### src/shared/bao_pkg.sv
// Constants and types shared by the branch and operand addressing core.
// Assumes the fetch/decode logic supplies one decoded instruction at a time.
// Notes on behaviour
// [RULE1] Sequential flow moves the program counter on by the byte length of the instruction just fetched.
// [RULE2] A relative branch loads the start of the next instruction plus the displacement byte.
// [RULE3] The displacement byte is two's complement with bit 7 as sign, reaching -128 to +127.
// [RULE4] The unconditional short branch and every taken conditional branch use the relative target.
// [RULE5] Absolute call and branch load the 16-bit immediate straight into the program counter.
// [RULE6] The fixed-area call reaches only 0800H to 0FFFH from its eleven-bit target.
// [RULE7] The table call picks its entry with bits 1 to 5 of the opcode immediate.
// [RULE8] The table call reads its destination from the table at 0040H to 007FH and jumps there.
// [RULE9] The register-indirect branch copies the accumulator pair into the program counter.
// [RULE10] Unsigned multiply takes the accumulator times the selected register into the accumulator pair.
// [RULE11] Unsigned word divide takes its dividend from the accumulator pair and puts the quotient back there.
// [RULE12] Decimal adjust for add and subtract corrects the accumulator in place.
// [RULE13] Digit rotate left and right keep their four-bit digit data in the accumulator.
// [RULE14] A register operand is chosen by the bank select flags together with a 3-bit register code.
// [RULE15] Bank registers are X, A, C, B, E, D, L, H, pairing as AX, BC, DE and HL.
// [RULE16] The displacement is sign-extended to 16 bits and the carry out of bit 15 is dropped.
// [RULE17] The table entry lies at 0040H plus twice the index, low byte first then high byte.
package bao_pkg;

  localparam logic [15:0] RESET_PC       = 16'h0000;
  localparam logic [15:0] TABLE_BASE     = 16'h0040;
  localparam logic [15:0] TABLE_LAST     = 16'h007F;
  localparam logic [15:0] FIXED_BASE     = 16'h0800;
  localparam logic [15:0] FIXED_LAST     = 16'h0FFF;
  localparam int          FIXED_WIDTH    = 11;
  localparam int          IDX_LSB        = 1;
  localparam int          IDX_MSB        = 5;
  localparam int          SIGN_BIT       = 7;

  localparam logic [2:0]  REG_X          = 3'h0;
  localparam logic [2:0]  REG_A          = 3'h1;
  localparam logic [2:0]  REG_C          = 3'h2;
  localparam logic [2:0]  REG_B          = 3'h3;
  localparam logic [2:0]  REG_E          = 3'h4;
  localparam logic [2:0]  REG_D          = 3'h5;
  localparam logic [2:0]  REG_L          = 3'h6;
  localparam logic [2:0]  REG_H          = 3'h7;
  localparam int          NUM_BANKS      = 4;
  localparam int          REGS_PER_BANK  = 8;
  localparam logic [7:0]  REG_RESET      = 8'h00;

  localparam logic [3:0]  BCD_MAX_DIGIT  = 4'h9;
  localparam logic [7:0]  BCD_MAX_BYTE   = 8'h99;
  localparam logic [7:0]  BCD_LOW_FIX    = 8'h06;
  localparam logic [7:0]  BCD_HIGH_FIX   = 8'h60;

  typedef enum logic [3:0] {
    OP_SEQ        = 4'h0,
    OP_BR_REL     = 4'h1,
    OP_BR_COND    = 4'h2,
    OP_BR_ABS     = 4'h3,
    OP_CALL_ABS   = 4'h4,
    OP_CALL_FIXED = 4'h5,
    OP_CALL_TABLE = 4'h6,
    OP_BR_PAIR    = 4'h7,
    OP_UNSIGNED_MULTIPLY       = 4'h8,
    OP_UNSIGNED_WORD_DIVIDE      = 4'h9,
    OP_ADJ_ADD    = 4'hA,
    OP_ADJ_SUB    = 4'hB,
    OP_ROT_LEFT   = 4'hC,
    OP_ROT_RIGHT  = 4'hD,
    OP_REG_WRITE  = 4'hE,
    OP_NOP        = 4'hF
  } bao_op_type;

  typedef enum logic [1:0] {
    ST_IDLE,
    ST_TBL_LO,
    ST_TBL_HI
  } bao_state_type;

endpackage

### src/hdl/bao_core.sv
// Next program counter formation and implied/register operand handling.
// Assumes decode holds instr_valid for one cycle per instruction and memory answers reads with mem_rd_valid.
`timescale 1ns/1ps
`default_nettype none
module bao_core (
  input  wire logic              core_clk,
  input  wire logic              rst_n,
  input  wire logic              instr_valid,
  input  wire bao_pkg::bao_op_type op_kind,
  input  wire logic [2:0]        instr_len,
  input  wire logic [7:0]        opcode_byte,
  input  wire logic [7:0]        rel_displacement,
  input  wire logic [15:0]       imm16,
  input  wire logic [10:0]       eleven_bit_target,
  input  wire logic              cond_true,
  input  wire logic [2:0]        reg_code,
  input  wire logic [7:0]        reg_wr_data,
  input  wire logic              bank_select_flag_low,
  input  wire logic              bank_select_flag_high,
  input  wire logic              carry_flag,
  input  wire logic              aux_carry_flag,
  input  wire logic [7:0]        mem_operand,
  output logic      [15:0]       pc_q,
  output logic                   busy_q,
  output logic                   done_q,
  output logic                   push_ret_q,
  output logic      [15:0]       ret_addr_q,
  output logic                   mem_rd_req_q,
  output logic      [15:0]       mem_addr_q,
  input  wire logic              mem_rd_valid,
  input  wire logic [7:0]        mem_rd_data,
  output logic                   mem_wr_en_q,
  output logic      [7:0]        mem_wr_data_q,
  output logic      [7:0]        reg_rd_q,
  output logic      [15:0]       pair_rd_q,
  output logic                   carry_out_q
);

  bao_pkg::bao_state_type st_q;
  bao_pkg::bao_state_type st_d;

  logic [15:0] pc_d;
  logic        busy_d;
  logic        done_d;
  logic        push_ret_d;
  logic [15:0] ret_addr_d;
  logic        mem_rd_req_d;
  logic [15:0] mem_addr_d;
  logic        mem_wr_en_d;
  logic [7:0]  mem_wr_data_d;
  logic [7:0]  reg_rd_d;
  logic [15:0] pair_rd_d;
  logic        carry_out_d;
  logic [7:0]  tbl_lo_q;
  logic [7:0]  tbl_lo_d;

  logic [1:0]  bank_sel;
  logic [7:0]  sel_reg;
  logic [15:0] acc_pair;
  logic [7:0]  acc;
  logic        rf_wr_en;
  logic [2:0]  rf_wr_code;
  logic [7:0]  rf_wr_data;
  logic        rf_pair_wr_en;
  logic [15:0] rf_pair_wr_data;

  logic [15:0] next_pc;
  logic [15:0] rel_ext;
  logic [15:0] rel_target;
  logic [15:0] fixed_target;
  logic [4:0]  tbl_index;
  logic [15:0] tbl_entry;
  logic [15:0] product;
  logic [15:0] quotient;
  logic [7:0]  remainder;
  logic [7:0]  adj_add;
  logic [7:0]  adj_sub;
  logic        adj_add_cy;
  logic        start;

  assign bank_sel = {bank_select_flag_high, bank_select_flag_low}; // RULE14
  assign acc      = acc_pair[15:8];
  assign start    = instr_valid && (st_q == bao_pkg::ST_IDLE);

  bao_regfile u_regfile (
    .core_clk     (core_clk),
    .rst_n        (rst_n),
    .bank_sel     (bank_sel),
    .rd_code      (reg_code),
    .rd_data      (sel_reg),
    .pair_data    (acc_pair),
    .wr_en        (rf_wr_en),
    .wr_code      (rf_wr_code),
    .wr_data      (rf_wr_data),
    .pair_wr_en   (rf_pair_wr_en),
    .pair_wr_data (rf_pair_wr_data)
  );

  // Target arithmetic, all in 16 bits so wraparound drops the carry
  always_comb begin
    next_pc      = pc_q + {13'h0000, instr_len}; // RULE1
    rel_ext      = {{8{rel_displacement[bao_pkg::SIGN_BIT]}}, rel_displacement}; // RULE3 RULE16
    rel_target   = next_pc + rel_ext; // RULE2 RULE16
    fixed_target = bao_pkg::FIXED_BASE | {5'h00, eleven_bit_target}; // RULE6
    tbl_index    = opcode_byte[bao_pkg::IDX_MSB:bao_pkg::IDX_LSB]; // RULE7
    tbl_entry    = bao_pkg::TABLE_BASE + {10'h000, tbl_index, 1'b0}; // RULE8 RULE17
  end

  // Implied operand arithmetic on the accumulator
  always_comb begin
    product = 16'(acc) * 16'(sel_reg); // RULE10
    // Divide by zero gives all ones and keeps the low dividend byte as remainder
    if (sel_reg == 8'h00) begin
      quotient  = 16'hFFFF;
      remainder = acc_pair[7:0];
    end else begin
      quotient  = acc_pair / 16'(sel_reg); // RULE11
      remainder = 8'(acc_pair % 16'(sel_reg));
    end
    adj_add    = acc; // RULE12
    adj_add_cy = carry_flag;
    if (aux_carry_flag || acc[3:0] > bao_pkg::BCD_MAX_DIGIT) begin
      adj_add = adj_add + bao_pkg::BCD_LOW_FIX;
    end
    if (carry_flag || acc > bao_pkg::BCD_MAX_BYTE) begin
      adj_add    = adj_add + bao_pkg::BCD_HIGH_FIX;
      adj_add_cy = 1'b1;
    end
    adj_sub = acc; // RULE12
    if (aux_carry_flag) begin
      adj_sub = adj_sub - bao_pkg::BCD_LOW_FIX;
    end
    if (carry_flag) begin
      adj_sub = adj_sub - bao_pkg::BCD_HIGH_FIX;
    end
  end

  // Sequencing, program counter and operand writes
  always_comb begin
    st_d            = st_q;
    pc_d            = pc_q;
    busy_d          = busy_q;
    done_d          = 1'b0;
    push_ret_d      = 1'b0;
    ret_addr_d      = ret_addr_q;
    mem_rd_req_d    = mem_rd_req_q;
    mem_addr_d      = mem_addr_q;
    mem_wr_en_d     = 1'b0;
    mem_wr_data_d   = mem_wr_data_q;
    carry_out_d     = carry_out_q;
    tbl_lo_d        = tbl_lo_q;
    rf_wr_en        = 1'b0;
    rf_wr_code      = reg_code;
    rf_wr_data      = reg_wr_data;
    rf_pair_wr_en   = 1'b0;
    rf_pair_wr_data = product;
    reg_rd_d        = sel_reg;
    pair_rd_d       = acc_pair;
    unique case (st_q)
      bao_pkg::ST_IDLE: begin
        if (start) begin
          done_d = 1'b1;
          pc_d   = next_pc; // RULE1
          unique case (op_kind)
            bao_pkg::OP_BR_REL: begin
              pc_d = rel_target; // RULE4
            end
            bao_pkg::OP_BR_COND: begin
              pc_d = cond_true ? rel_target : next_pc; // RULE4
            end
            bao_pkg::OP_BR_ABS: begin
              pc_d = imm16; // RULE5
            end
            bao_pkg::OP_CALL_ABS: begin
              pc_d       = imm16; // RULE5
              push_ret_d = 1'b1;
              ret_addr_d = next_pc;
            end
            bao_pkg::OP_CALL_FIXED: begin
              pc_d       = fixed_target; // RULE6
              push_ret_d = 1'b1;
              ret_addr_d = next_pc;
            end
            bao_pkg::OP_CALL_TABLE: begin
              // Program counter holds until both table bytes have arrived
              pc_d         = pc_q;
              done_d       = 1'b0;
              busy_d       = 1'b1;
              ret_addr_d   = next_pc;
              mem_rd_req_d = 1'b1;
              mem_addr_d   = tbl_entry; // RULE8 RULE17
              st_d         = bao_pkg::ST_TBL_LO;
            end
            bao_pkg::OP_BR_PAIR: begin
              pc_d = acc_pair; // RULE9
            end
            bao_pkg::OP_UNSIGNED_MULTIPLY: begin
              rf_pair_wr_en   = 1'b1; // RULE10
              rf_pair_wr_data = product;
            end
            bao_pkg::OP_UNSIGNED_WORD_DIVIDE: begin
              rf_pair_wr_en   = 1'b1; // RULE11
              rf_pair_wr_data = quotient;
              rf_wr_en        = 1'b1;
              rf_wr_data      = remainder;
            end
            bao_pkg::OP_ADJ_ADD: begin
              rf_wr_en    = 1'b1;
              rf_wr_code  = bao_pkg::REG_A; // RULE12
              rf_wr_data  = adj_add;
              carry_out_d = adj_add_cy;
            end
            bao_pkg::OP_ADJ_SUB: begin
              rf_wr_en    = 1'b1;
              rf_wr_code  = bao_pkg::REG_A; // RULE12
              rf_wr_data  = adj_sub;
              carry_out_d = carry_flag;
            end
            bao_pkg::OP_ROT_LEFT: begin
              rf_wr_en      = 1'b1;
              rf_wr_code    = bao_pkg::REG_A; // RULE13
              rf_wr_data    = {acc[7:4], mem_operand[7:4]};
              mem_wr_en_d   = 1'b1;
              mem_wr_data_d = {mem_operand[3:0], acc[3:0]};
            end
            bao_pkg::OP_ROT_RIGHT: begin
              rf_wr_en      = 1'b1;
              rf_wr_code    = bao_pkg::REG_A; // RULE13
              rf_wr_data    = {acc[7:4], mem_operand[3:0]};
              mem_wr_en_d   = 1'b1;
              mem_wr_data_d = {acc[3:0], mem_operand[7:4]};
            end
            bao_pkg::OP_REG_WRITE: begin
              rf_wr_en = 1'b1; // RULE14
            end
            bao_pkg::OP_SEQ, bao_pkg::OP_NOP: begin
              pc_d = next_pc; // RULE1
            end
          endcase
        end
      end
      bao_pkg::ST_TBL_LO: begin
        if (mem_rd_valid) begin
          tbl_lo_d   = mem_rd_data; // RULE17
          mem_addr_d = mem_addr_q + 16'h0001;
          st_d       = bao_pkg::ST_TBL_HI;
        end
      end
      bao_pkg::ST_TBL_HI: begin
        if (mem_rd_valid) begin
          pc_d         = {mem_rd_data, tbl_lo_q}; // RULE8 RULE17
          mem_rd_req_d = 1'b0;
          busy_d       = 1'b0;
          done_d       = 1'b1;
          push_ret_d   = 1'b1;
          st_d         = bao_pkg::ST_IDLE;
        end
      end
      default: begin
        st_d         = bao_pkg::ST_IDLE;
        mem_rd_req_d = 1'b0;
        busy_d       = 1'b0;
      end
    endcase
  end

  always_ff @(posedge core_clk or negedge rst_n) begin
    if (!rst_n) begin
      st_q          <= bao_pkg::ST_IDLE;
      pc_q          <= bao_pkg::RESET_PC;
      busy_q        <= 1'b0;
      done_q        <= 1'b0;
      push_ret_q    <= 1'b0;
      ret_addr_q    <= 16'h0000;
      mem_rd_req_q  <= 1'b0;
      mem_addr_q    <= 16'h0000;
      mem_wr_en_q   <= 1'b0;
      mem_wr_data_q <= 8'h00;
      reg_rd_q      <= 8'h00;
      pair_rd_q     <= 16'h0000;
      carry_out_q   <= 1'b0;
      tbl_lo_q      <= 8'h00;
    end else begin
      st_q          <= st_d;
      pc_q          <= pc_d;
      busy_q        <= busy_d;
      done_q        <= done_d;
      push_ret_q    <= push_ret_d;
      ret_addr_q    <= ret_addr_d;
      mem_rd_req_q  <= mem_rd_req_d;
      mem_addr_q    <= mem_addr_d;
      mem_wr_en_q   <= mem_wr_en_d;
      mem_wr_data_q <= mem_wr_data_d;
      reg_rd_q      <= reg_rd_d;
      pair_rd_q     <= pair_rd_d;
      carry_out_q   <= carry_out_d;
      tbl_lo_q      <= tbl_lo_d;
    end
  end

endmodule // bao_core
`default_nettype wire

### src/hdl/bao_regfile.sv
// Banked general-purpose register file, four banks of eight bytes.
// Assumes one byte write and one accumulator-pair write per cycle at most.
`timescale 1ns/1ps
`default_nettype none
module bao_regfile (
  input  wire logic        core_clk,
  input  wire logic        rst_n,
  input  wire logic [1:0]  bank_sel,
  input  wire logic [2:0]  rd_code,
  output logic      [7:0]  rd_data,
  output logic      [15:0] pair_data,
  input  wire logic        wr_en,
  input  wire logic [2:0]  wr_code,
  input  wire logic [7:0]  wr_data,
  input  wire logic        pair_wr_en,
  input  wire logic [15:0] pair_wr_data
);

  localparam int NUM_REGS = bao_pkg::NUM_BANKS * bao_pkg::REGS_PER_BANK;

  logic [7:0] regs_q [NUM_REGS];
  logic [7:0] regs_d [NUM_REGS];

  genvar gi;
  generate
    for (gi = 0; gi < NUM_REGS; gi++) begin : g_reg
      localparam logic [1:0] BANK = 2'(gi / bao_pkg::REGS_PER_BANK);
      localparam logic [2:0] CODE = 3'(gi % bao_pkg::REGS_PER_BANK);
      always_comb begin
        regs_d[gi] = regs_q[gi];
        // Pair write first so a byte write to A or X in the same cycle lands last
        if (pair_wr_en && bank_sel == BANK && CODE == bao_pkg::REG_X) begin
          regs_d[gi] = pair_wr_data[7:0];
        end
        if (pair_wr_en && bank_sel == BANK && CODE == bao_pkg::REG_A) begin
          regs_d[gi] = pair_wr_data[15:8];
        end
        if (wr_en && bank_sel == BANK && wr_code == CODE) begin // RULE14
          regs_d[gi] = wr_data;
        end
      end
      always_ff @(posedge core_clk or negedge rst_n) begin
        if (!rst_n) begin
          regs_q[gi] <= bao_pkg::REG_RESET;
        end else begin
          regs_q[gi] <= regs_d[gi];
        end
      end
    end
  endgenerate

  assign rd_data   = regs_q[{bank_sel, rd_code}]; // RULE14
  assign pair_data = {regs_q[{bank_sel, bao_pkg::REG_A}], regs_q[{bank_sel, bao_pkg::REG_X}]}; // RULE15

endmodule // bao_regfile
`default_nettype wire

### config.mk
export PLATFORM = sky130hd
export DESIGN_NAME = bao_core
export DESIGN_NICKNAME = d
export VERILOG_FILES = /design/src/shared/bao_pkg.sv /design/src/hdl/bao_core.sv /design/src/hdl/bao_regfile.sv
export SDC_FILE = /design/constraint.sdc
export NUM_CORES = 1
export LEC_CHECK = 0
export ABC_AREA = 1
export BUFFER_PORTS_ARGS = -buffer_cell sky130_fd_sc_hd__buf_2
export CAP_MARGIN = 20
export CORE_MARGIN = 2
export CORE_UTILIZATION = 57
export CTS_CLUSTER_DIAMETER = 30
export DETAILED_ROUTE_END_ITERATION = 8
export HOLD_SLACK_MARGIN = 0.15
export PLACE_DENSITY = 0.85
export SYNTH_ARGS = -nofsm -noshare
export SYNTH_HDL_FRONTEND = slang
export SYNTH_SLANG_ARGS = --single-unit
export TNS_END_PERCENT = 20
### constraint.sdc
create_clock -name core_clk -period 30.1 [get_ports core_clk]
set_input_delay 6.02 -clock core_clk [delete_from_list [all_inputs] [get_ports core_clk]]
set_output_delay 6.02 -clock core_clk [all_outputs]
set_load 0.01 [all_outputs]
==> flow_summary.yaml, run 1 <==
status:
  status: "stopped before the end"
  failed_stage: "5_1_grt"
  tool.error: "[ERROR GRT-0116] Global routing finished with congestion. Check the congestion regions in the DRC Viewer."
clock_network:
  cts_made_buffers: 81
  root_buffer: "clkbuf_16"
  cts_buffer_depth: 3
  cts.sinks: 351
  cts_hold_buf: 0
  cts_htree_levels: 3
synth:
  synth_area_leaders: "dfrtp_1, nand2_1, nand3_1, ha_1, inv_1"
  syn-instance-count: 3984
  synth_area_um2: 27800
  synthArstFlopShare: 1.00
  synth_seq_area_share: 0.315
  synthMuxAreaShare: 0.000359
  yosys_register_bits: 351
  synth_top_family_by_area: "simple AND/OR/NAND/NOR gates"
  synth_ff_type: "dfrtp_1"
  synthAdderAreaFrac: 0.100
  synth.distinct_cells: 60
  synth_top_area_frac: 0.315
  synthSimpleGateAreaFrac: 0.316
  synth_edf_count: 0
  synth_xor_area_frac: 0.0311
  synth.largest_area_cell: "dfrtp_1"
  ys_warn_count: 0
  synth_area_per_cell_um2: 6.99
  synth_nets: 4270
  synth_compound_area_frac: 0.131
global_route:
  grt_pass1_wl_um: 255000
  globalRouteOverflowTotal: 12
  grt_pass1_vias: 41400
  track_usage: 0.680
  grt_max_degree: 163
placed_design:
  place_inst: 5026
  dpl_cell_area_um2: 32100
  globalplace.congestion: 1.02
  dp_hpwl_um: 66500
  portBuffers: 168
  post-place-ws_ps: -3810
die:
  die_w_um: 225
  rows: 80
  ios: 172
  start_util: 0.581
  fp.dieH_um: 225
==> per-stage QoR <==
| stage | hold slack [ps] | setup TNS (ps) | util |
|---|---|---|---|
| 3_3_place_gp | 458 | -733310 | 0.669 |
| 2_1_floorplan | 444 | -901960 | - |
| 3_5_place_dp | 462 | -948800 | 0.669 |
| 4_1_cts | 472 | -493820 | 0.793 |
==> cells by family after synthesis <==
group,after synthesis
AO/OA/AOI/OAI,592
flip-flops,351
buffers and inverters,710
AND/OR/NAND/NOR,2031
adder cells (fa/ha/maj),200
XOR/XNOR,99
multiplexers,1
==> routing by layer <==
metal  overflow  GRT usage
met2          1      0.813
met1          0      0.672
met3          9      0.587
met5          0      0.417
met4          2      0.627
==> what timing repair did <==
item,CTS
pin swaps,123
gates resized for setup,122
setup buffers,319
endpoints found under the setup margin,256
gates cloned,6
==> synthesized netlist by cell type, drive strengths merged, types with 52 or more instances <==
cell type  number
nand2        1174
inv           520
nand3         459
dfrtp         351
nor2          292
o21ai         220
ha            161
a21oi         109
buf            95
o22ai          93
xor2           55
clkbuf         52
==> run 2, diff against run 1 <==
- CORE_UTILIZATION: 57 -> 40
- CTS_CLUSTER_DIAMETER: 30 -> default
- HOLD_SLACK_MARGIN: 0.15 -> default
- PLACE_DENSITY: 0.85 -> default
- PLACE_DENSITY_LB_ADDON: default -> 0.15
- clock period: 30.1 -> 39.1 ns (I/O delays scaled with it)
==> run 2 against run 1 <==
  * The run now ends clean
  * Area after synthesis did not move
  * Synthesized cell count did not move
==> flow_summary.yaml, run 2 <==
status:
  status: "complete, no violations"
cells_and_area:
  final_common_cell: "nand2_1"
  finalNonFillerCells: 5137
  largest_register_ffs: 256
  area_delta_synth_final_pct: 14.1
  regMostFlops: "u_regfile.regs_q"
  layout_common_cells: "nand2_1, inv_1, nand3_1"
  fill_cells: 7261
  nets: 4463
  drive_gt1_frac: 0.123
synth:
  synth_most_common_cell: "nand2_1"
  synth_top_area_frac: 0.315
  ys_warn_count: 0
  synth_seq_area_share: 0.315
  synth_top_family_by_area: "simple AND/OR/NAND/NOR gates"
  synth_xor_area_frac: 0.0311
  syn-instance-count: 3984
  synth_area_um2: 27800
  synth_nets: 4270
  yosys_register_bits: 351
  synth_edf_count: 0
  synth.distinct_cells: 60
  synthArstFlopShare: 1.00
  synthMuxAreaShare: 0.000359
  synthSimpleGateAreaFrac: 0.316
  synth_area_leaders: "dfrtp_1, nand2_1, nand3_1, ha_1, inv_1"
  synthTopCellsByCount: "nand2_1, inv_1, nand3_1, dfrtp_1, nor2_1"
  synth_area_per_cell_um2: 6.99
  synth_ff_type: "dfrtp_1"
  synth_compound_area_frac: 0.131
  synth.largest_area_cell: "dfrtp_1"
  synthAdderAreaFrac: 0.100
worst_setup_path:
  critical-path-slowest-cell: "ha_1"
  r2r-start: "u_regfile.regs_q[176]$_DFFE_PN0P_"
  worstReg2RegEnd: "u_regfile.regs_q[116]$_DFFE_PN0P_"
  required_ps: 39540
  crit_type: "input port to register"
  cp_common_cell: "nand2_1"
  worst_ep_arrival_time_ps: 36830
  path_max_fanout: 32
  worst_setup_path_end_kind: "register"
  r2r_slack_ps: 10050
  reg2reg_depth: 205
  cp-start-kind: "input port"
  max_stage_delay_ps: 360
global_route:
  globalRouteOverflowTotal: 0
  grt_pass1_wl_um: 153000
  track_usage: 0.274
  grt_pass1_vias: 25900
  grt_max_degree: 108
  antenna_found_initial: 2
worst_hold_path:
  hold_start: "tbl_lo_q[5]$_DFFE_PN0P_"
  hold_end: "tbl_lo_q[5]$_DFFE_PN0P_"
  min_path_type: "register to register"
  whs_path_depth: 2
timing:
  setup_viol: 0
  fmax_mhz: 27.5
  relSlewSlack: 0.221
  drv_slew: 0
  hold_viol_final: 0
  skew_ps: 44.7
  period_share: 0.931
  finalCriticalPeriod_ps: 36380
  worst_pin_slew_ps: 1170
placed_design:
  globalplace.congestion: 0.918
  portBuffers: 168
  dp_hpwl_um: 69700
  place_inst: 5049
route:
  avgRoutedWirePerCell_um: 19.4
  first_iter_violations: 2541
  vias_per_cell: 5.34
  drc_errors: 0
  finalWirelength_um: 99500
  ant_nets: 0
  drtPass1Iterations: 5
  vias: 27400
die:
  ios: 172
  die_w_um: 268
  rows: 96
  start_util: 0.405
  core-area_um2: 68700
  fp.dieH_um: 268
  die_area_um2: 71700
clock_network:
  clk_pin_slew_ps: 60
  cts_tree: "built"
  cts.sinks: 351
  clock_latency_ps: 600
  root_buffer: "clkbuf_16"
  cts_htree_levels: 2
  cts_made_buffers: 42
  cts_buffer_depth: 3
run:
  max_cap_viol_count: 0
## run 2: cell counts after synthesis
No cell type changed its count.
## run 2: how the worst max path moves through the flow
stage,start,endpoint,cells after the start
2_1_floorplan,reg_code[1],u_regfile.regs_q[116]$_DFFE_PN0P_,213
3_5_place_dp,reg_code[0],u_regfile.regs_q[118]$_DFFE_PN0P_,198
6_report,reg_code[0],u_regfile.regs_q[116]$_DFFE_PN0P_,205
5_1_grt,reg_code[0],u_regfile.regs_q[200]$_DFFE_PN0P_,209
4_1_cts,reg_code[0],u_regfile.regs_q[118]$_DFFE_PN0P_,198
3_3_place_gp,reg_code[0],u_regfile.regs_q[103]$_DFFE_PN0P_,200
## run 2: through the flow
stage	worst slack (ps)	utilization	TNS, ps	hold slack, ps	area, um^2
floorplan	1480	-	0	444	27800
global placement	432	0.436	0	456	29900
detailed placement	252	0.436	0	460	29900
CTS	740	0.456	0	476	31400
global route	-59.7	0.462	-2310	493	31800
finish	2720	0.462	0	476	31800
## run 2: routing by layer
| layer | share of wire | up-vias | global-route usage |
|---|---|---|---|
| met5 | 0 | - | 0 |
| met1 | 0.46 | 13000 | 0.395 |
| met3 | 0.077 | 153 | 0.0426 |
| met4 | 0.030 | 0 | 0.0861 |
| li1 | - | 13300 | - |
| met2 | 0.44 | 989 | 0.420 |
## run 2: layout make-up
cell class	count	area [um^2]	area share
diodes	1	2.50	0.0000788
clock buffers	58	1240	0.0391
clock inverters	14	189	0.00595
inverters	563	2140	0.0673
multi-input cells	2924	16300	0.511
flip-flops and latches	351	8780	0.276
well taps	931	1160	0.0367
repair buffers	295	2000	0.0630
## run 2: cell families after synthesis
family,after synthesis
AOI/OAI and AO/OA,592
xor gates and xnor gates,99
adders and majority gates,200
buffers and inverters,710
DFF,351
muxes,1
and+or+nand+nor,2031
## run 2: repair_timing
| item | in CTS | in global routing |
|---|---|---|
| gates resized for setup | 0 | 78 |
| endpoints found under the setup margin | 0 | 256 |
| hold buffers | 0 | 0 |
| setup buffers | 0 | 12 |
## run 2: critical path: cells and delay by family
kind | cells | cell delay (ps)
AO/OA/AOI/OAI | 80 | 12800
AND/OR/NAND/NOR | 81 | 8340
adder cells (fa/ha/maj) | 15 | 4530
buffers and inverters | 29 | 3200
Power of run 2 is not shown: default switching activity piles up to over one toggle a cycle in this logic, so the estimate is an artifact.
